## src/inc/fdc_flow_pkg.sv

```systemverilog
// constants and types shared by the floppy phase and fifo control block
package fdc_flow_pkg;
  // ------------------------------------------------------------
  // register byte addresses
  // ------------------------------------------------------------
  localparam logic [4:0] ADR_DOR = 5'h00;
  localparam logic [4:0] ADR_RATE = 5'h04;
  localparam logic [4:0] ADR_ICFG = 5'h08;
  localparam logic [4:0] ADR_MSR = 5'h0c;
  localparam logic [4:0] ADR_DATA = 5'h10;
  localparam logic [4:0] ADR_ST3 = 5'h14;
  localparam logic [4:0] ADR_ST4 = 5'h18;
  // ------------------------------------------------------------
  // field positions
  // ------------------------------------------------------------
  localparam int DOR_RST_BIT = 2;
  localparam int DOR_DMA_BIT = 3;
  localparam int DOR_HEAD_BIT = 4;
  localparam int RATE_RST_BIT = 7;
  localparam int RATE_PDOWN_BIT = 6;
  localparam int ICFG_BURST_BIT = 1;
  localparam int CFG_NOFIFO_BIT = 5;
  localparam int CFG_NOPOLL_BIT = 4;
  localparam int SPEC_NONDMA_BIT = 0;
  localparam int MSR_RQM_BIT = 7;
  localparam int MSR_DIO_BIT = 6;
  localparam int MSR_EXEC_BIT = 5;
  localparam int MSR_BUSY_BIT = 4;
  // ------------------------------------------------------------
  // values
  // ------------------------------------------------------------
  localparam logic [1:0] RATE_RST = 2'h2;
  localparam logic [1:0] RATE_HIGH_DENS = 2'h0;
  localparam logic [1:0] IFM_COMPAT = 2'h0;
  localparam logic [1:0] IFM_ALWAYS = 2'h1;
  localparam logic [1:0] IFM_GATED = 2'h2;
  localparam logic [7:0] BAD_TRACK = 8'hff;
  localparam logic [7:0] RES_INVALID = 8'h80;
  localparam logic [4:0] FIFO_DEPTH = 5'h10;
  localparam logic [4:0] OP_SPECIFY = 5'h03;
  localparam logic [4:0] OP_CONFIGURE = 5'h13;
  localparam logic [4:0] OP_READ = 5'h06;
  localparam logic [4:0] OP_READ_DEL = 5'h0c;
  localparam logic [4:0] OP_WRITE = 5'h05;
  localparam logic [3:0] N_SPECIFY = 4'h2;
  localparam logic [3:0] N_CONFIGURE = 4'h3;
  localparam logic [3:0] N_XFER = 4'h8;
  localparam logic [3:0] P_SPEC_MODE = 4'h2;
  localparam logic [3:0] P_CFG_FIFO = 4'h2;
  localparam logic [1:0] RES_LEN = 2'h2;

  typedef enum logic [2:0] {
    ST_CMD = 3'h0,
    ST_CMD_PROC = 3'h1,
    ST_EXEC = 3'h3,
    ST_RESULT = 3'h2
  } phase_e;
endpackage : fdc_flow_pkg

```

## src/verilog/fdc_flow_ctrl.sv

```systemverilog
// command, execution and result phase control with fifo flow control
`timescale 1ns/1ps
`default_nettype none
module fdc_flow_ctrl (
  // clock and hardware reset
  input wire logic clk_sys,
  input wire logic rst,
  // avalon-mm slave
  input wire logic [4:0] avs_address,
  input wire logic avs_read,
  input wire logic avs_write,
  input wire logic [31:0] avs_writedata,
  output logic [31:0] avs_readdata,
  output logic avs_waitrequest,
  // drive pins
  input wire logic write_protect_input,
  input wire logic track_zero_input,
  output logic head_select_output,
  output logic [1:0] drive_select_bits,
  output logic density_select_output,
  // disk engine status events
  input wire logic [7:0] cur_track,
  input wire logic id_seen,
  input wire logic [7:0] id_track,
  input wire logic mark_found,
  input wire logic mark_deleted,
  input wire logic data_crc_err,
  input wire logic mark_missing,
  input wire logic disk_done,
  // disk side of the fifo
  input wire logic disk_push_valid,
  input wire logic [7:0] disk_push_data,
  output logic disk_push_ready,
  output logic disk_pop_valid,
  output logic [7:0] disk_pop_data,
  input wire logic disk_pop_ready,
  // system outputs
  output logic irq,
  output logic dma_req,
  output logic dma_burst,
  output logic exec_active,
  output logic exec_read,
  output logic polling_active,
  output logic powered_down
);
  typedef struct packed {
    fdc_flow_pkg::phase_e phase;
    logic ack;
    logic [7:0] rdata;
    logic [4:0] digital_output_register;
    logic [1:0] rate;
    logic pdown;
    logic dsr_rst;
    logic [3:0] icfg;
    logic fifo_en;
    logic [3:0] thr_code;
    logic poll_en;
    logic spec_nondma;
    logic [7:0] cmd_byte;
    logic [4:0] opcode;
    logic [3:0] pcount;
    logic [3:0] pneed;
    logic rd_dir;
    logic del_cmd;
    logic [15:0][7:0] mem;
    logic [3:0] rptr;
    logic [3:0] wptr;
    logic [4:0] cnt;
    logic svc;
    logic done_seen;
    logic res_inv;
    logic [1:0] res_idx;
    logic irq_res;
    logic cm;
    logic dd;
    logic wc;
    logic bc;
    logic md;
  } state_s;

  state_s s_q = '0;
  state_s s_d;

  // ------------------------------------------------------------
  // functions
  // ------------------------------------------------------------
  function automatic logic [3:0] param_count(input logic [4:0] op);
    unique case (op)
      fdc_flow_pkg::OP_SPECIFY: param_count = fdc_flow_pkg::N_SPECIFY;
      fdc_flow_pkg::OP_CONFIGURE: param_count = fdc_flow_pkg::N_CONFIGURE;
      fdc_flow_pkg::OP_READ, fdc_flow_pkg::OP_READ_DEL,
      fdc_flow_pkg::OP_WRITE: param_count = fdc_flow_pkg::N_XFER;
      default: param_count = 4'h0;
    endcase
  endfunction : param_count

  // threshold in bytes; a disabled fifo behaves as one byte deep
  function automatic logic [4:0] thr_bytes(input logic en, input logic [3:0] code);
    thr_bytes = en ? {1'b0, code} + 5'h01 : 5'h01;
  endfunction : thr_bytes

  function automatic logic [4:0] depth(input logic en);
    depth = en ? fdc_flow_pkg::FIFO_DEPTH : 5'h01;
  endfunction : depth

  // ------------------------------------------------------------
  // decode
  // ------------------------------------------------------------
  logic core_rst, acc, do_wr, do_rd, gate, dens_hi, nondma_exec;
  logic request_for_host, transfer_direction_bit, busy, full, empty, host_push, host_pop, dpush, dpop;
  logic [7:0] st3, st4, msr, res_byte;
  logic [4:0] thr, cnt_n;

  assign core_rst = s_q.digital_output_register[fdc_flow_pkg::DOR_RST_BIT] | s_q.dsr_rst;
  assign acc = (avs_read | avs_write) & ~s_q.ack;
  assign do_wr = avs_write & s_q.ack;
  assign do_rd = avs_read & s_q.ack;
  assign avs_waitrequest = (avs_read | avs_write) & ~s_q.ack;
  assign avs_readdata = {24'h0, s_q.rdata};

  assign gate = (s_q.icfg[3:2] == fdc_flow_pkg::IFM_ALWAYS) ? 1'b1
              : s_q.digital_output_register[fdc_flow_pkg::DOR_DMA_BIT];
  assign dens_hi = (s_q.rate == fdc_flow_pkg::RATE_HIGH_DENS);
  assign thr = thr_bytes(s_q.fifo_en, s_q.thr_code);
  assign full = (s_q.cnt >= depth(s_q.fifo_en));
  assign empty = (s_q.cnt == 5'h00);
  assign nondma_exec = (s_q.phase == fdc_flow_pkg::ST_EXEC) & s_q.spec_nondma;

  always_comb begin
    unique case (s_q.phase)
      fdc_flow_pkg::ST_CMD: request_for_host = ~core_rst;
      fdc_flow_pkg::ST_CMD_PROC: request_for_host = 1'b0;
      fdc_flow_pkg::ST_EXEC: request_for_host = s_q.spec_nondma & s_q.svc;
      fdc_flow_pkg::ST_RESULT: request_for_host = 1'b1;
      default: request_for_host = 1'b0;
    endcase
  end
  assign transfer_direction_bit = (s_q.phase == fdc_flow_pkg::ST_RESULT) |
               ((s_q.phase == fdc_flow_pkg::ST_EXEC) & s_q.rd_dir);
  assign busy = (s_q.phase != fdc_flow_pkg::ST_CMD) | (s_q.pcount != 4'h0);
  assign msr = {request_for_host, transfer_direction_bit, nondma_exec, busy, 4'h0};
  assign st3 = {1'b0, s_q.cm, s_q.dd, s_q.wc, 2'b00, s_q.bc, s_q.md};
  assign st4 = {1'b0, write_protect_input, 1'b1, track_zero_input, 1'b1,
                s_q.digital_output_register[fdc_flow_pkg::DOR_HEAD_BIT], s_q.digital_output_register[1:0]};
  assign res_byte = s_q.res_inv ? fdc_flow_pkg::RES_INVALID
                  : (s_q.res_idx == 2'h0) ? st3 : st4;

  // fifo movement; only one direction is live per command
  assign disk_push_ready = nondma_or_dma_rd() & ~full;
  assign disk_pop_valid = (s_q.phase == fdc_flow_pkg::ST_EXEC) & ~s_q.rd_dir & ~empty;
  assign disk_pop_data = s_q.mem[s_q.rptr];
  assign dpush = disk_push_valid & disk_push_ready;
  assign dpop = disk_pop_valid & disk_pop_ready;
  assign host_push = do_wr & (avs_address == fdc_flow_pkg::ADR_DATA) &
                     (s_q.phase == fdc_flow_pkg::ST_EXEC) & ~s_q.rd_dir & ~full;
  assign host_pop = do_rd & (avs_address == fdc_flow_pkg::ADR_DATA) &
                    (s_q.phase == fdc_flow_pkg::ST_EXEC) & s_q.rd_dir & ~empty;
  assign cnt_n = s_q.cnt + {4'h0, dpush | host_push} - {4'h0, dpop | host_pop};

  function automatic logic nondma_or_dma_rd();
    nondma_or_dma_rd = (s_q.phase == fdc_flow_pkg::ST_EXEC) & s_q.rd_dir;
  endfunction : nondma_or_dma_rd

  // ------------------------------------------------------------
  // next state
  // ------------------------------------------------------------
  always_comb begin
    s_d = s_q;
    s_d.ack = acc;
    s_d.dsr_rst = 1'b0;
    // read data is built one edge ahead so it stands at the taking edge
    if (acc) begin
      unique case (avs_address)
        fdc_flow_pkg::ADR_DOR: s_d.rdata = {3'h0, s_q.digital_output_register};
        fdc_flow_pkg::ADR_RATE: s_d.rdata = {1'b0, s_q.pdown, 4'h0, s_q.rate};
        fdc_flow_pkg::ADR_ICFG: s_d.rdata = {4'h0, s_q.icfg};
        fdc_flow_pkg::ADR_MSR: s_d.rdata = msr;
        fdc_flow_pkg::ADR_DATA: s_d.rdata = (s_q.phase == fdc_flow_pkg::ST_RESULT) ?
                                            res_byte : s_q.mem[s_q.rptr];
        fdc_flow_pkg::ADR_ST3: s_d.rdata = st3;
        fdc_flow_pkg::ADR_ST4: s_d.rdata = st4;
        default: s_d.rdata = 8'h00;
      endcase
    end
    // register writes
    if (do_wr) begin
      unique case (avs_address)
        fdc_flow_pkg::ADR_DOR: s_d.digital_output_register = avs_writedata[4:0];
        fdc_flow_pkg::ADR_RATE: begin
          s_d.rate = avs_writedata[1:0];
          s_d.pdown = avs_writedata[fdc_flow_pkg::RATE_PDOWN_BIT];
          s_d.dsr_rst = avs_writedata[fdc_flow_pkg::RATE_RST_BIT];
        end
        fdc_flow_pkg::ADR_ICFG: s_d.icfg = avs_writedata[3:0];
        fdc_flow_pkg::ADR_DATA: begin
          if (s_q.phase == fdc_flow_pkg::ST_CMD && !core_rst) begin
            s_d.cmd_byte = avs_writedata[7:0];
            s_d.phase = fdc_flow_pkg::ST_CMD_PROC;
          end
        end
        default: ;
      endcase
    end
    // command byte processing, one cycle per byte
    if (s_q.phase == fdc_flow_pkg::ST_CMD_PROC) begin
      s_d.phase = fdc_flow_pkg::ST_CMD;
      if (s_q.pcount == 4'h0) begin
        s_d.opcode = s_q.cmd_byte[4:0];
        s_d.pneed = param_count(s_q.cmd_byte[4:0]);
        s_d.del_cmd = (s_q.cmd_byte[4:0] == fdc_flow_pkg::OP_READ_DEL);
        s_d.rd_dir = (s_q.cmd_byte[4:0] != fdc_flow_pkg::OP_WRITE);
        {s_d.cm, s_d.dd, s_d.wc, s_d.bc, s_d.md} = 5'h00;
        if (param_count(s_q.cmd_byte[4:0]) == 4'h0) begin
          s_d.res_inv = 1'b1;
          s_d.res_idx = 2'h0;
          s_d.irq_res = 1'b1;
          s_d.phase = fdc_flow_pkg::ST_RESULT;
        end else begin
          s_d.pcount = 4'h1;
        end
      end else begin
        if (s_q.opcode == fdc_flow_pkg::OP_SPECIFY && s_q.pcount == fdc_flow_pkg::P_SPEC_MODE)
          s_d.spec_nondma = s_q.cmd_byte[fdc_flow_pkg::SPEC_NONDMA_BIT];
        if (s_q.opcode == fdc_flow_pkg::OP_CONFIGURE && s_q.pcount == fdc_flow_pkg::P_CFG_FIFO) begin
          s_d.fifo_en = ~s_q.cmd_byte[fdc_flow_pkg::CFG_NOFIFO_BIT];
          s_d.poll_en = ~s_q.cmd_byte[fdc_flow_pkg::CFG_NOPOLL_BIT];
          s_d.thr_code = s_q.cmd_byte[3:0];
        end
        s_d.pcount = s_q.pcount + 4'h1;
        if (s_q.pcount == s_q.pneed) begin
          s_d.pcount = 4'h0;
          if (s_q.pneed == fdc_flow_pkg::N_XFER) begin
            s_d.phase = fdc_flow_pkg::ST_EXEC;
            s_d.svc = ~s_q.rd_dir;
            s_d.done_seen = 1'b0;
          end
        end
      end
    end
    // execution: fifo and service request
    if (s_q.phase == fdc_flow_pkg::ST_EXEC) begin
      if (dpush | host_push) begin
        s_d.mem[s_q.wptr] = dpush ? disk_push_data : avs_writedata[7:0];
        s_d.wptr = s_q.wptr + 4'h1;
      end
      if (dpop | host_pop)
        s_d.rptr = s_q.rptr + 4'h1;
      s_d.cnt = cnt_n;
      if (disk_done)
        s_d.done_seen = 1'b1;
      if (s_q.rd_dir) begin
        if (cnt_n == 5'h00)
          s_d.svc = 1'b0;
        else if (cnt_n >= depth(s_q.fifo_en) - thr || s_q.done_seen)
          s_d.svc = 1'b1;
      end else begin
        if (cnt_n >= depth(s_q.fifo_en))
          s_d.svc = 1'b0;
        else if (cnt_n <= (s_q.fifo_en ? thr : 5'h00))
          s_d.svc = 1'b1;
      end
      if (s_q.done_seen && empty) begin
        s_d.phase = fdc_flow_pkg::ST_RESULT;
        s_d.svc = 1'b0;
        s_d.res_inv = 1'b0;
        s_d.res_idx = 2'h0;
        s_d.irq_res = 1'b1;
      end
    end else begin
      s_d.rptr = 4'h0;
      s_d.wptr = 4'h0;
      s_d.cnt = 5'h00;
    end
    // result reading
    if (s_q.phase == fdc_flow_pkg::ST_RESULT && do_rd && avs_address == fdc_flow_pkg::ADR_DATA) begin
      s_d.irq_res = 1'b0;
      s_d.res_idx = s_q.res_idx + 2'h1;
      if (s_q.res_inv || s_q.res_idx == fdc_flow_pkg::RES_LEN - 2'h1)
        s_d.phase = fdc_flow_pkg::ST_CMD;
    end
    // status events; applied after the clear so a same-cycle event wins
    if (mark_found && (mark_deleted != s_q.del_cmd))
      s_d.cm = 1'b1;
    if (data_crc_err)
      s_d.dd = 1'b1;
    if (mark_missing)
      s_d.md = 1'b1;
    if (id_seen && id_track != cur_track) begin
      s_d.wc = 1'b1;
      if (id_track == fdc_flow_pkg::BAD_TRACK)
        s_d.bc = 1'b1;
    end
    // soft reset of the core; specify setting survives
    if (core_rst) begin
      s_d.phase = fdc_flow_pkg::ST_CMD;
      s_d.pcount = 4'h0;
      s_d.cnt = 5'h00;
      s_d.rptr = 4'h0;
      s_d.wptr = 4'h0;
      s_d.svc = 1'b0;
      s_d.irq_res = 1'b0;
      s_d.fifo_en = 1'b0;
      s_d.thr_code = 4'h0;
      s_d.poll_en = 1'b1;
      s_d.pdown = 1'b0;
      {s_d.cm, s_d.dd, s_d.wc, s_d.bc, s_d.md} = 5'h00;
    end
  end

  // ------------------------------------------------------------
  // state register
  // ------------------------------------------------------------
  // an interrupted disk write is simply abandoned; sector data is left corrupt
  always_ff @(posedge clk_sys) begin
    if (rst) begin
      s_q <= '0;
      s_q.digital_output_register <= 5'h04;
      s_q.rate <= fdc_flow_pkg::RATE_RST;
      s_q.poll_en <= 1'b1;
      s_q.spec_nondma <= s_q.spec_nondma;
    end else begin
      s_q <= s_d;
    end
  end

  // ------------------------------------------------------------
  // outputs
  // ------------------------------------------------------------
  assign irq = gate & (s_q.irq_res | (nondma_exec & s_q.svc));
  assign dma_req = gate & ~s_q.spec_nondma & (s_q.phase == fdc_flow_pkg::ST_EXEC) & s_q.svc;
  assign dma_burst = s_q.icfg[fdc_flow_pkg::ICFG_BURST_BIT];
  assign density_select_output = (s_q.icfg[3:2] == fdc_flow_pkg::IFM_COMPAT) ? dens_hi : ~dens_hi;
  assign head_select_output = s_q.digital_output_register[fdc_flow_pkg::DOR_HEAD_BIT];
  assign drive_select_bits = s_q.digital_output_register[1:0];
  assign exec_active = (s_q.phase == fdc_flow_pkg::ST_EXEC);
  assign exec_read = s_q.rd_dir;
  assign polling_active = s_q.poll_en & ~core_rst;
  assign powered_down = s_q.pdown;

  // ------------------------------------------------------------
  // checks
  // ------------------------------------------------------------
  AST_BADTRK: assert property (@(posedge clk_sys) disable iff (rst)
    id_seen && id_track != cur_track && id_track == fdc_flow_pkg::BAD_TRACK && !core_rst
    |=> st3[1] && st3[4]) else $error("bad track flags not set");
  AST_ST4CONST: assert property (@(posedge clk_sys) disable iff (rst)
    st4[5] && st4[3] && !st4[7] && st3[3:2] == 2'b00) else $error("constant status bits wrong");
  AST_HWRST: assert property (@(posedge clk_sys)
    rst |=> s_q.digital_output_register[fdc_flow_pkg::DOR_RST_BIT] && s_q.phase == fdc_flow_pkg::ST_CMD && !irq)
    else $error("hardware reset state wrong");
  AST_DSRCLR: assert property (@(posedge clk_sys) disable iff (rst)
    s_q.dsr_rst |=> !s_q.dsr_rst || do_wr) else $error("rate reset did not self clear");
  AST_RQMDROP: assert property (@(posedge clk_sys) disable iff (rst)
    do_wr && avs_address == fdc_flow_pkg::ADR_DATA && s_q.phase == fdc_flow_pkg::ST_CMD && !core_rst
    |=> !request_for_host ##1 (request_for_host || s_q.phase != fdc_flow_pkg::ST_CMD)) else $error("request not dropped");
  AST_FIFOOFF: assert property (@(posedge clk_sys) disable iff (rst)
    s_q.phase != fdc_flow_pkg::ST_EXEC |=> s_q.cnt == 5'h00 || $past(s_q.phase) != s_q.phase)
    else $error("fifo active outside execution");
  AST_RDREQ: assert property (@(posedge clk_sys) disable iff (rst || core_rst)
    s_q.phase == fdc_flow_pkg::ST_EXEC && s_q.rd_dir && s_q.cnt == 5'h00 |-> !s_q.svc)
    else $error("read request while fifo empty");
  AST_WRFULL: assert property (@(posedge clk_sys) disable iff (rst || core_rst)
    s_q.phase == fdc_flow_pkg::ST_EXEC && !s_q.rd_dir && full |-> !s_q.svc)
    else $error("write request while fifo full");
  AST_MODE2: assert property (@(posedge clk_sys) disable iff (rst)
    s_q.icfg[3:2] == fdc_flow_pkg::IFM_ALWAYS && s_q.irq_res |-> irq) else $error("irq gated in mode two");
  AST_RESEND: assert property (@(posedge clk_sys) disable iff (rst || core_rst)
    s_q.phase == fdc_flow_pkg::ST_RESULT && $past(s_q.phase) == fdc_flow_pkg::ST_RESULT ##0
    s_d.phase == fdc_flow_pkg::ST_CMD |=> request_for_host && !transfer_direction_bit && !busy) else $error("idle status wrong");
endmodule : fdc_flow_ctrl
`default_nettype wire
```

## config.mk

```make
export PLATFORM = sky130hd
export DESIGN_NAME = fdc_flow_ctrl
export DESIGN_NICKNAME = d
export VERILOG_FILES = /design/src/inc/fdc_flow_pkg.sv /design/src/verilog/fdc_flow_ctrl.sv
export SDC_FILE = /design/constraint.sdc
export NUM_CORES = 1
export LEC_CHECK = 0
export BUFFER_PORTS_ARGS = -buffer_cell sky130_fd_sc_hd__buf_2
export CAP_MARGIN = 20
export CORE_UTILIZATION = 25
export DETAILED_ROUTE_END_ITERATION = 7
export PLACE_DENSITY_LB_ADDON = 0.25
export SLEW_MARGIN = 10
export SYNTH_ARGS = -nofsm -noshare
export SYNTH_HDL_FRONTEND = slang
export SYNTH_SLANG_ARGS = --single-unit
```

## constraint.sdc

```tcl
create_clock -name clk_sys -period 4.95 [get_ports clk_sys]
set_input_delay 0.99 -clock clk_sys [delete_from_list [all_inputs] [get_ports clk_sys]]
set_output_delay 0.99 -clock clk_sys [all_outputs]
set_load 0.02 [all_outputs]
```

=== Word level (Yosys, flattened, before mapping) ===
Cells that the tools add are included.

* $add $sub $neg: 8
* Magnitude comparators: 7
* Eq/ne operators: 26
* Multiplexer cells: 55
* Bitwise logic cells: 46
* Reductions and logical operators: 49

{| class="wikitable"
|+ Operators with widths
! cell !! number
|-
| $bwmux W128 || 1
|-
| $pmux W8 S7 || 1
|-
| $mux W8 || 5
|-
| $bmux W8 S4 || 1
|-
| $demux W8 S4 || 1
|-
| $mux W3 || 10
|-
| $mux W4 || 7
|-
| $and A1 B1 Y1 || 25
|-
| $eq A5 B5 Y1 const B || 5
|-
| $reduce_and A2 Y1 || 10
|-
| $reduce_bool A2 Y1 || 8
|-
| $eq A5 B3 Y1 const B || 3
|-
| $eq A5 B4 Y1 const B || 3
|-
| $ge A5 B5 Y1 || 3
|-
| $logic_not A5 Y1 || 3
|-
| $mux W5 || 3
|-
| $mux W2 || 7
|-
| $not A1 Y1 || 14
|-
| $mux W1 || 13
|-
| $add A4 B1 Y4 const B || 3
|-
| $pmux W4 S3 || 1
|-
| $reduce_or A3 Y1 || 4
|-
| $mux W11 || 1
|-
| $eq A5 B2 Y1 const B || 2
|-
| other kinds (35) || 57
|}

* Bits in registers: 205
* Word-level logic and storage cells: 238

=== Depth between registers and ports, before layout ===
Gate-level depths: netlist of run 1.

* Depth in word-level cells: 16
* Depth in mapped cells: 23

=== Least setup slack after synthesis of run 1 ===
OpenSTA, ideal clock, no wires.

* Path kind: input-to-reg
* Start: in avs_address[3]
* End: reg s_q[10] (netlist bit)
* Setup time: 0.074 ns
* Arrival: 4.392 ns
* Path slack: 0.484 ns
* Stages: 20
* Buffers on the path: 2
* Cells stage by stage: and2b_2 nand4_1 nor4_2 buf_6 buf_8 nor2_1 ha_1 inv_1 ha_1 fa_1 nand2b_1 a21oi_1 xnor2_1 inv_1 ha_1 mux2i_1 a21oi_1 a21oi_1 o2111ai_1 a31oi_1

* Cells in the longest elaborated chain, start to end: 15
* Elaborated cells on any way between the ends: 25
* Classes of those cells: add/sub: 2; order compare: 3; eq/ne: 1; mux: 7; bitwise: 10; reduce/logical: 2

{| class="wikitable"
|+ Ends and longest elaborated chain
! item !! RTL line !! text
|-
| start: declaration || fdc_flow_ctrl.sv:9 || <nowiki>input wire logic [4:0] avs_address,</nowiki>
|-
| $eq A5 B5 Y1 * || fdc_flow_ctrl.sv:154, fdc_flow_ctrl.sv:156 ||
|-
| $and A1 B1 Y1 (2 in series) || fdc_flow_ctrl.sv:154 || <nowiki>assign host_push = do_wr & (avs_address == fdc_flow_pkg::ADR_DATA) &</nowiki>
|-
| $and A1 B1 Y1 (2 in series) || fdc_flow_ctrl.sv:155 || <nowiki>(s_q.phase == fdc_flow_pkg::ST_EXEC) & ~s_q.rd_dir & ~full;</nowiki>
|-
| $or A1 B1 Y1 || fdc_flow_ctrl.sv:158 || <nowiki>assign cnt_n = s_q.cnt + {4'h0, dpush | host_push} - {4'h0, dpop | host_pop};</nowiki>
|-
| $add A5 B1 Y5 || fdc_flow_ctrl.sv:158 ||
|-
| $sub A5 B1 Y5 * || fdc_flow_ctrl.sv:158 ||
|-
| $ge A5 B5 Y1 || fdc_flow_ctrl.sv:254 || <nowiki>else if (cnt_n >= depth(s_q.fifo_en) - thr || s_q.done_seen)</nowiki>
|-
| $logic_or A1 B1 Y1 || fdc_flow_ctrl.sv:254 ||
|-
| $mux W1 || fdc_flow_ctrl.sv:254 ||
|-
| $mux W1 || fdc_flow_ctrl.sv:252 || <nowiki>if (cnt_n == 5'h00)</nowiki>
|-
| $mux W1 * || fdc_flow_ctrl.sv:251 || <nowiki>if (s_q.rd_dir) begin</nowiki>
|-
| $mux W1 * || fdc_flow_ctrl.sv:262 || <nowiki>if (s_q.done_seen && empty) begin</nowiki>
|-
| $mux W6 * || fdc_flow_ctrl.sv:241 || <nowiki>if (s_q.phase == fdc_flow_pkg::ST_EXEC) begin</nowiki>
|-
| end: declaration || fdc_flow_ctrl.sv:81 || <nowiki>state_s s_q = '0;</nowiki>
|}

Mark *: on every way between the ends. The rest lies on a longest branch, timed or not.
A chain may end at the register's enable or synchronous reset.

=== Final worst setup path of run 1 ===
* Start: in avs_address[1]
* End: reg s_q[10] (netlist bit)

The elaborated chain is that of the path after synthesis.

==> metrics.yaml, run 1 <==
final_layout:
  stdcell_count: 1740
  nFillCells: 4448
  multiInputGateArea_um2: 6100
  drive_gt1_frac: 0.175
  antennaDiodeCount: 0
  area_growth_pct: 13.6
  seqCellArea_um2: 4100
  layout.nets: 1258
sta:
  fin_crit_ps: 4170
  hold_viol_final: 0
  clock.fmax_mhz: 240
  slew_headroom: 0.271
  setup_slack_ps: 775
  rsz0062_at_grt: "no"
  tns_ps: 0
  finClkSkew_ps: 11.7
  tightest_slew_ps: 1090
  final-setup-viol-count: 0
  fin_crit_sh: 0.843
  maxSlewViolCount: 0
setup_path:
  cp-start-kind: "input port"
  cp.required_ps: 5350
  crit_path_max_fanout: 4
  worst-path-stages: 19
  cp.buffers_inverters: 3
  crit_path_top_delay_cell: "or4_1"
  crit_family: "simple AND/OR/NAND/NOR gates"
  critical_path_class: "input port to flip-flop"
  path_cells: "buf_2 > nor3_1 > nand4_1 > nor4_4 > nor2_1 > ha_1 > inv_1 > ha_1 > and3b_1 > or4_1 > and2_1 > inv_1 > ha_1 > nand4_1 > mux2i_1 > a21oi_1 > a21oi_1 > o2111ai_1 > a31oi_1"
  end_kind: "flip-flop"
  cp.arrival_ps: 4580
  r2r_cells: 20
  slowest_delay_ps: 490
  cpMostUsedCell: "ha_1"
power_and_ir_drop:
  netSwitchingFraction: 0.231
  power.density_nw_per_um2: 280
  switchingPower_mw: 0.794
  seq_power_share: 0.479
  ir_worst_vdd_mv: 0.198
  power_frac_comb: 0.039
  leakage_nw: 5.45
  clock_power_share: 0.482
  internal_power_mw: 2.64
floorplan:
  fp-row-count: 75
  ios: 129
  dieArea_um2: 44000
  coreArea_um2: 42300
  die_h_um: 210
  start_util: 0.255
  dieWidth_um: 210
clock_tree:
  clk_latency_ps: 520
  post_cts_buffers: 0
  htreeDepth: 1
  ctsHoldBuffers: 0
  clock_sinks: 204
  numCtsBuffers: 23
  cts_resized: 0
  clkTransAtPathRegs_ps: 60
  cts_tree: "done"
  clock_path_buffers: 3
  root_buffer: "clkbuf_16"
placement:
  place_congestion: 0.825
  placedCellCount: 1703
  place_ws_ps: 262
  io_buffers: 80
  hpwlAfterDp_mm: 20.9
global_routing:
  grt_pass1_wl_mm: 45.8
  antenna_found_initial: 1
  gr-total-overflow: 0
  grt_pass1_vias: 7693
  grt_use_total: 0.132
  grt_max_degree: 98
route:
  wire_per_inst_um: 17.1
  drc_errors: 0
  viasPerCell: 4.64
  wl_mm: 29.7
  ant_nets: 0
  drtIter0Drc: 580
  dr.pass1.iters: 5
  vias: 8070
outcome:
  status: "complete, no violations"
synth:
  syn_area_um2: 10800
  syn_inst: 1108
  yosysUniqueCellTypes: 73
  synth_async_sr_flop_share: 0
  ys_ff_latch: 204
  synth_ff_type: "dfxtp_1"
  yosysSeqAreaShare: 0.379
  yosysWarnings: 0
  synth_edf_count: 1
  syn_area_per_cell_um2: 9.75
min_path:
  hold_path_class: "flip-flop to flip-flop"
  whs_path_depth: 2
flow_run:
  cap_violations: 0
## stage by stage
stage	power, mW	hold WS (ps)	area (µm²)	utilization
after CTS	3.47	459	12300	0.290
after detailed placement	1.82	450	11600	0.273
final	3.44	457	12300	0.290
after global placement	1.82	443	11600	0.273
after global routing	3.55	481	12300	0.290
after floorplan	1.78	406	10900	-
## tightest hold or removal path, stage by stage, from the launching register on
cell	delay, ps
dfxtp_1	310
nand2_1	50
a21oi_1	50
## per-layer routing
metal	up-vias	track usage	wire length (µm)
met5	-	0	0
met4	0	0.0239	512
met3	41	0.0244	1310
met2	170	0.211	13300
met1	3933	0.187	14600
li1	3926	-	-
## registers in the layout (all words and copies together), names as in the netlist
name                count
head_select_output      1
s_q                   190
exec_read               1
drive_select_bits       2
dma_burst               1
avs_readdata            8
powered_down            1
## kinds of logic after synthesis
logic type      Yosys count  synth area share
simple gates            372             0.162
mux                     205             0.229
flops                   204             0.379
compound gates          135             0.105
buf+inv                 133            0.0656
fa+ha+maj                32            0.0378
xor+xnor                 26            0.0211
other cells               1          0.000347
## power by group through the flow
| stage | logic [mW] | registers (mW) | clock network [mW] |
|---|---|---|---|
| after floorplan | 0.0969 | 1.68 | 0 |
| after detailed placement | 0.136 | 1.68 | 0 |
| after global routing | 0.146 | 1.64 | 1.76 |
| after CTS | 0.136 | 1.65 | 1.69 |
| after global placement | 0.135 | 1.68 | 0 |
| final | 0.135 | 1.65 | 1.66 |
## cells in the mapped netlist, drive strengths merged (3+ instances only)
library cell  instances  area share
inv                  31       0.011
mux2i               161        0.15
or3                   7      0.0041
nor3                 20      0.0093
nor2b                19       0.011
nor4b                 4      0.0038
a31oi                 4      0.0023
nor4                  5      0.0049
xnor2                15       0.012
a221oi                4      0.0032
a211o                 3      0.0024
nand2                49       0.017
and3                  4      0.0023
nand4                10      0.0058
and2                  7      0.0043
o2111ai               7       0.012
clkbuf               37       0.013
a22oi                13      0.0090
xor2                 11      0.0089
or4                   5      0.0035
nand2b                8      0.0046
o211ai               15       0.026
mux2                 12       0.013
nor3b                 6      0.0056
o21ai                18      0.0083
a21oi                42       0.019
mux4                 32       0.067
nand3                18      0.0083
buf                  65       0.042
dfxtp               203        0.38
a211oi                7      0.0049
nor2                201       0.070
ha                   31       0.036
## cells in the final DEF (no fill, tap or decap), types with 11 or more instances in the layout
cell,count
inv_1,30
conb_1,24
mux2_2,11
nand2_1,48
nor3_1,20
dfxtp_1,202
a22oi_1,13
ha_1,31
nor2b_1,19
xor2_1,11
mux2i_1,161
nor2_1,201
buf_4,18
nand3_1,18
mux4_2,32
buf_2,79
clkbuf_16,23
o211ai_4,12
xnor2_1,15
o21ai_0,18
a21oi_1,42
## path summary, 6_finish.rpt
check / from / endpoint / slack, ps
setup / recovery: avs_address[1] / s_q[10]$_SDFF_PP0_ / 780
hold / removal: s_q[164]$_SDFFE_PP0P_ / s_q[164]$_SDFFE_PP0P_ / 460
setup reg to reg: s_q[181]$_SDFFE_PP0P_ / s_q[10]$_SDFF_PP0_ / 830
hold reg to reg: s_q[164]$_SDFFE_PP0P_ / s_q[164]$_SDFFE_PP0P_ / 460
## area by class of cell
class	instances	share of cell area
clock buffers	33	0.0532
repair buffers	97	0.0432
multi-input cells	794	0.497
clock inverters	4	0.00428
flip-flops and latches	204	0.334
inverters	31	0.00968
well taps	577	0.0588
(Power assumes the default switching activity.)
==> run 2: changes to the inputs <==
--- a/config.mk
+++ b/config.mk
@@ -5,6 +5,7 @@
 export SDC_FILE = /design/constraint.sdc
 export NUM_CORES = 1
 export LEC_CHECK = 0
+export ABC_AREA = 1
 export BUFFER_PORTS_ARGS = -buffer_cell sky130_fd_sc_hd__buf_2
 export CAP_MARGIN = 20
 export CORE_UTILIZATION = 25
==> constraint.sdc (replaced) <==
create_clock -name clk_sys -period 3.5 [get_ports clk_sys]
set_input_delay 0.7 -clock clk_sys [delete_from_list [all_inputs] [get_ports clk_sys]]
set_output_delay 0.7 -clock clk_sys [all_outputs]
set_load 0.02 [all_outputs]
==> metrics.yaml, run 2 <==
route:
  vias: 10253  # was 8070
  wire_per_inst_um: 15.6  # was 17.1 µm
  drc_errors: 0  # unchanged
  drtIter0Drc: 744  # was 580
  wl_mm: 34.4  # was 29.7 mm
  ant_nets: 0  # unchanged
  dr.pass1.iters: 5  # unchanged
  viasPerCell: 4.67  # was 4.64
synth:
  yosys-top-cells-count: "427 x nand2_1, 203 x dfxtp_1, 193 x a21oi_1"  # was 203 x dfxtp_1, 201 x nor2_1, 161 x mux2i_1
  syn_inst: 1551  # was 1108
  synth_async_sr_flop_share: 0  # unchanged
  yosysSeqAreaShare: 0.383  # was 0.379
  post-synth-top-count-cell: "nand2_1"  # was dfxtp_1
  synth_edf_count: 1  # unchanged
  syn_area_um2: 10700  # was 10800 µm²
  synth_ff_type: "dfxtp_1"  # unchanged
  ys_ff_latch: 204  # unchanged
  yosysUniqueCellTypes: 45  # was 73
  yosys.area.top_type_share: 0.381  # was 0.376
  synth_top_area_cell: "dfxtp_1"  # unchanged
  syn_area_per_cell_um2: 6.89  # was 9.75 µm²
  yosys-top-cells-area: "dfxtp_1 38%, nand2_1 15%, a21oi_1 9.0%"  # was dfxtp_1 38%, mux2i_1 15%, nor2_1 7.0%
  yosysWarnings: 0  # unchanged
min_path:
  whs_path_depth: 3  # was 2
  hold_start: "mark_missing"  # was s_q[164]$_SDFFE_PP0P_
  holdPathEnd: "s_q[0]$_SDFFE_PP0P_"  # was s_q[164]$_SDFFE_PP0P_
  hold_path_class: "input port to flip-flop"  # was flip-flop to flip-flop
floorplan:
  start_util: 0.254  # was 0.255
  fp-row-count: 75  # unchanged
  die_h_um: 209  # was 210 µm
  dieWidth_um: 209  # was 210 µm
  coreArea_um2: 42000  # was 42300 µm²
  ios: 129  # unchanged
  dieArea_um2: 43500  # was 44000 µm²
setup_path:
  cp.arrival_ps: 3940  # was 4580 ps
  cp.required_ps: 3880  # was 5350 ps
  critical_path_class: "flip-flop to flip-flop"  # was input port to flip-flop
  r2r_slack_ps: -60  # was 830 ps
  rr_endpoint: "s_q[10]$_SDFF_PP0_"  # unchanged
  crit_path_max_fanout: 3  # was 4
  end_kind: "flip-flop"  # unchanged
  cp-start-kind: "flip-flop"  # was input port
  rr_startpoint: "s_q[181]$_SDFFE_PP0P_"  # unchanged
  r2r_cells: 23  # was 20
power_and_ir_drop:
  ir_worst_vdd_mv: 0.306  # was 0.198 mV
  leakage_nw: 4.89  # was 5.45 nW
  power.density_nw_per_um2: 407  # was 280 nW/µm²
  power_mw: 5.18  # was 3.44 mW
outcome:
  status: "complete, but fails checks"  # was complete, no violations
  violations: "setup timing"
final_layout:
  area_growth_pct: 19.3  # was 13.6%
  top_register: "s_q"  # unchanged
  layout_common_cells: "423 x nand2_1, 198 x dfxtp_1, 190 x a21oi_1"  # was 202 x dfxtp_1, 201 x nor2_1, 161 x mux2i_1
  drive_gt1_frac: 0.153  # was 0.175
  layout.nets: 1748  # was 1258
  antennaDiodeCount: 0  # unchanged
  largest_reg_flops: 190  # unchanged
  layout_commonest_cell: "nand2_1"  # was dfxtp_1
clock_tree:
  clk_latency_ps: 540  # was 520 ps
  cts_tree: "done"  # unchanged
  root_buffer: "clkbuf_16"  # unchanged
  clock_path_buffers: 3  # unchanged
  ctsHoldBuffers: 0  # unchanged
  clkTransAtPathRegs_ps: 60  # about the same
  numCtsBuffers: 24  # was 23
  clock_sinks: 204  # unchanged
  htreeDepth: 1  # unchanged
global_routing:
  grt_pass1_wl_mm: 54.3  # was 45.8 mm
  grt_pass1_vias: 9711  # was 7693
  gr-total-overflow: 0  # unchanged
  grt_max_degree: 80  # was 98
  antenna_found_initial: 0  # was 1
  grt_use_total: 0.156  # was 0.132
placement:
  place_congestion: 0.828  # was 0.825
  hpwlAfterDp_mm: 24.3  # was 20.9 mm
  io_buffers: 80  # unchanged
  place_ws_ps: -431  # was 262 ps
sta:
  finClkSkew_ps: 22.6  # was 11.7 ps
  clock.fmax_mhz: 281
  fin_crit_ps: 3560
  fin_crit_sh: 1.02
  rsz0062_at_grt: "yes"  # was no
  maxSlewViolCount: 0  # unchanged
  tightest_slew_ps: 952  # was 1090 ps
  hold_viol_final: 0  # unchanged
  final-setup-viol-count: 1  # was 0
  slew_headroom: 0.364  # was 0.271
  setup_slack_ps: -64.8  # was 775 ps
flow_run:
  cap_violations: 0  # unchanged
run 2: through the flow:
step	hold WS [ps]	cells	setup TNS, ps	area [µm²]	util
3_3_place_gp	447	2151	-415	11800	0.281
2_1_floorplan	390	1574	-97.1	10900	-
6_report	380	2197	-64.8	12700	0.303
3_5_place_dp	452	2151	-431	11800	0.281
4_1_cts	357	2196	-123	12700	0.302
5_1_grt	401	2197	-308	12700	0.303
run 2: cell families after synthesis:
| kind of cell | share of synthesized area |
|---|---|
| buf+inv | 0.102 |
| other cells | 0.000351 |
| simple gates | 0.292 |
| fa+ha+maj | 0.0382 |
| compound gates | 0.173 |
| xor+xnor | 0.0115 |
| flops | 0.383 |
run 2: how the worst max path moves through the flow:
stage	start	depth (start not counted)	slack, ps	to
final	s_q[181]$_SDFFE_PP0P_	23	-60	s_q[10]$_SDFF_PP0_
after global routing	s_q[11]$_SDFF_PP0_	24	-310	s_q[10]$_SDFF_PP0_
after CTS	s_q[181]$_SDFFE_PP0P_	26	-120	s_q[10]$_SDFF_PP0_
after detailed placement	avs_address[1]	25	-430	s_q[10]$_SDFF_PP0_
after global placement	avs_address[1]	26	-420	s_q[10]$_SDFF_PP0_
after floorplan	avs_address[4]	25	-100	s_q[10]$_SDFF_PP0_
run 2: repair_timing:
action,CTS,global route
setup endpoints to repair,1,1
pin swaps,13,10
cloned,0,0
gates resized for setup,8,8
buffers inserted,2,1
run 2: where the power goes:
group	total, mW	internal (mW)	switching (mW)
registers	2.33	2.32	0.00164
clock network	2.65	1.63	1.02
logic	0.204	0.0490	0.155
total	5.18	4.00	1.18
run 2: area by class of cell:
type / instances / area, µm²
clock buffer: 36 / 716
clock inverter: 7 / 121
fill: 4577 / 29300
inverter: 136 / 561
multi-input combinational: 1140 / 5730
sequential: 204 / 4100
tap: 539 / 674
timing repair buffer: 135 / 841
run 2: per-layer routing:
metal,up-vias,part of all wire,GRT usage
li1,5195,-,-
met1,4730,0.48,0.219
met3,47,0.053,0.0201
met2,281,0.45,0.251
met4,0,0.020,0.0360
met5,-,0,0
run 2: worst max-delay path: stages (launching register included):
cell     delay [ps]
dfxtp_4         350
inv_4            70
ha_4            190
nand3_2          60
nand4_1         170
a21oi_2         200
nand4_1         170
nand2_4         130
inv_4            40
ha_4            250
inv_2            30
ha_4            150
fa_2            490
buf_4           160
ha_1            260
nand2_1          80
nor3_2          160
nor2_1           50
nor2_1           90
nand3_1          70
nand2_1          70
a21oi_2          50
nand2_1          50
a21oi_1          50
==> run 3: changes to the inputs <==
--- a/config.mk
+++ b/config.mk
@@ -6,10 +6,10 @@
 export NUM_CORES = 1
 export LEC_CHECK = 0
 export ABC_AREA = 1
-export BUFFER_PORTS_ARGS = -buffer_cell sky130_fd_sc_hd__buf_2
 export CAP_MARGIN = 20
 export CORE_UTILIZATION = 25
 export DETAILED_ROUTE_END_ITERATION = 7
+export DONT_BUFFER_PORTS = 1
 export PLACE_DENSITY_LB_ADDON = 0.25
 export SLEW_MARGIN = 10
 export SYNTH_ARGS = -nofsm -noshare
==> metrics.yaml, run 3 (same netlist as run 2, synthesis figures left out) <==
power_and_ir_drop:
  power.density_nw_per_um2: 410  # was 407 nW/µm²
  ir_worst_vdd_mv: 0.381  # was 0.306 mV
  leakage_nw: 4.52  # was 4.89 nW
route:
  ant_nets: 0  # unchanged
  wire_per_inst_um: 16.0  # was 15.6 µm
  drtIter0Drc: 703  # was 744
  vias: 10018  # was 10253
  dr.pass1.iters: 5  # unchanged
  drc_errors: 0  # unchanged
  viasPerCell: 4.73  # was 4.67
  wl_mm: 33.9  # was 34.4 mm
global_routing:
  grt_use_total: 0.153  # was 0.156
  antenna_found_initial: 1  # was 0
  grt_pass1_vias: 9392  # was 9711
  grt_max_degree: 148  # was 80
  grt_pass1_wl_mm: 53.1  # was 54.3 mm
  gr-total-overflow: 0  # unchanged
flow_run:
  cap_violations: 0  # unchanged
min_path:
  whs_path_depth: 1  # was 3
  hold_start: "rst"  # was mark_missing
  holdPathEnd: "s_q[154]$_SDFFE_PP0P_"  # was s_q[0]$_SDFFE_PP0P_
  hold_path_class: "input port to flip-flop"  # unchanged
clock_tree:
  root_buffer: "clkbuf_16"  # unchanged
  htreeDepth: 1  # unchanged
  clk_latency_ps: 530  # was 540 ps
  numCtsBuffers: 25  # was 24
  clock_path_buffers: 3  # unchanged
  cts_tree: "done"  # unchanged
  clkTransAtPathRegs_ps: 50  # was 60 ps
  clock_sinks: 204  # unchanged
setup_path:
  cp.arrival_ps: 4030  # was 3940 ps
  worst-path-stages: 27  # was 23
  end_kind: "flip-flop"  # unchanged
  crit_path_top_delay_cell: "fa_2"  # unchanged
  cp.buffers_inverters: 4  # unchanged
  crit_path_start: "s_q[11]$_SDFF_PP0_"  # was s_q[181]$_SDFFE_PP0P_
  rr_startpoint: "s_q[11]$_SDFF_PP0_"  # was s_q[181]$_SDFFE_PP0P_
  crit_path_max_fanout: 2  # was 3
  cp-start-kind: "flip-flop"  # unchanged
  cp.required_ps: 3940  # was 3880 ps
  slowest_delay_ps: 390  # was 490 ps
  r2r_slack_ps: -90  # was -60 ps
  crit_family: "adder cells"  # unchanged
  rr_endpoint: "s_q[10]$_SDFF_PP0_"  # unchanged
  critical_path_class: "flip-flop to flip-flop"  # unchanged
  r2r_cells: 27  # was 23
final_layout:
  largest_reg_flops: 190  # unchanged
  antennaDiodeCount: 0  # unchanged
  top_register: "s_q"  # unchanged
  layout_commonest_cell: "nand2_1"  # unchanged
  fin_util: 0.293  # was 0.303
  drive_gt1_frac: 0.109  # was 0.153
  area_growth_pct: 15.3  # was 19.3%
  layout.nets: 1671  # was 1748
  layout_common_cells: "423 x nand2_1, 198 x dfxtp_1, 190 x a21oi_1"  # unchanged
sta:
  tightest_slew_ps: 807  # was 952 ps
  hold_viol_final: 0  # unchanged
  maxSlewViolCount: 0  # unchanged
  holdWs_ps: 252  # was 380 ps
  clock.fmax_mhz: 279  # was 281 MHz
  rsz0062_at_grt: "yes"  # unchanged
  final-setup-viol-count: 1  # unchanged
  setup_slack_ps: -85.0  # was -64.8 ps
  slew_headroom: 0.460  # was 0.364
  finClkSkew_ps: 23.3  # was 22.6 ps
  fin_crit_sh: 1.02  # about the same
  fin_crit_ps: 3590  # was 3560 ps
floorplan:
  dieWidth_um: 209  # unchanged
  ios: 129  # unchanged
  die_h_um: 209  # unchanged
  fp-row-count: 75  # unchanged
  start_util: 0.254  # unchanged
  coreArea_um2: 42000  # unchanged
  dieArea_um2: 43500  # unchanged
outcome:
  status: "complete, but fails checks"  # unchanged
  violations: "setup timing"  # unchanged
placement:
  io_buffers: 0  # was 80
  place_congestion: 0.828  # about the same
  hpwlAfterDp_mm: 24.0  # was 24.3 mm
run 3: cell count changes in the layout (fill, tap and decap cells not counted), moves of 2 or more:
cell      previous run  this run
buf_2               79         0
buf_4               54        56
clkbuf_8             7         5
clkinv_2             3         5
ha_1                24        26
run 3: report_power, final:
group          internal, mW  switching (mW)  total [mW]
sequential             2.33         0.00301        2.33
combinational        0.0276          0.0996       0.127
clock                  1.57            1.02        2.59
total                  3.92            1.13        5.05
run 3: layer usage:
layer,vias to the layer above,part of all wire,GRT usage
li1,5055,-,-
met5,-,0.00027,0
met3,47,0.065,0.0280
met2,282,0.46,0.253
met1,4632,0.46,0.204
met4,2,0.021,0.0370
run 3: repair_timing:
| item | in CTS | in global routing |
|---|---|---|
| pin swaps | 15 | 20 |
| setup buffers | 5 | 2 |
| gates cloned | 0 | 0 |
| gates resized for setup | 11 | 4 |
| setup endpoints to repair | 1 | 1 |
| hold buffers | 0 | 0 |
run 3: cell type report:
| class | count | area [µm²] |
|---|---|---|
| Clock buffer | 35 | 713 |
| Clock inverter | 8 | 105 |
| Fill cell | 4653 | 29700 |
| Inverter | 136 | 563 |
| Multi-Input combinational cell | 1140 | 5710 |
| Sequential cell | 204 | 4100 |
| Tap cell | 539 | 674 |
| Timing Repair Buffer | 57 | 440 |
run 3: worst max path at each step:
stage	to
floorplan	s_q[10]$_SDFF_PP0_
global placement	s_q[10]$_SDFF_PP0_
detailed placement	s_q[10]$_SDFF_PP0_
CTS	s_q[10]$_SDFF_PP0_
global route	s_q[10]$_SDFF_PP0_
finish	s_q[10]$_SDFF_PP0_
run 3: through the flow:
stage | setup TNS (ps) | instance area, µm² | cells | power (mW) | setup WS (ps)
after floorplan | -97.1 | 10900 | 1574 | 2.51 | -97.1
after global placement | -308 | 11400 | 2069 | 2.50 | -308
after detailed placement | -322 | 11400 | 2069 | 2.51 | -322
after CTS | -146 | 12300 | 2117 | 5.11 | -146
after global routing | -360 | 12300 | 2119 | 5.21 | -360
final | -85.0 | 12300 | 2119 | 5.05 | -85.0
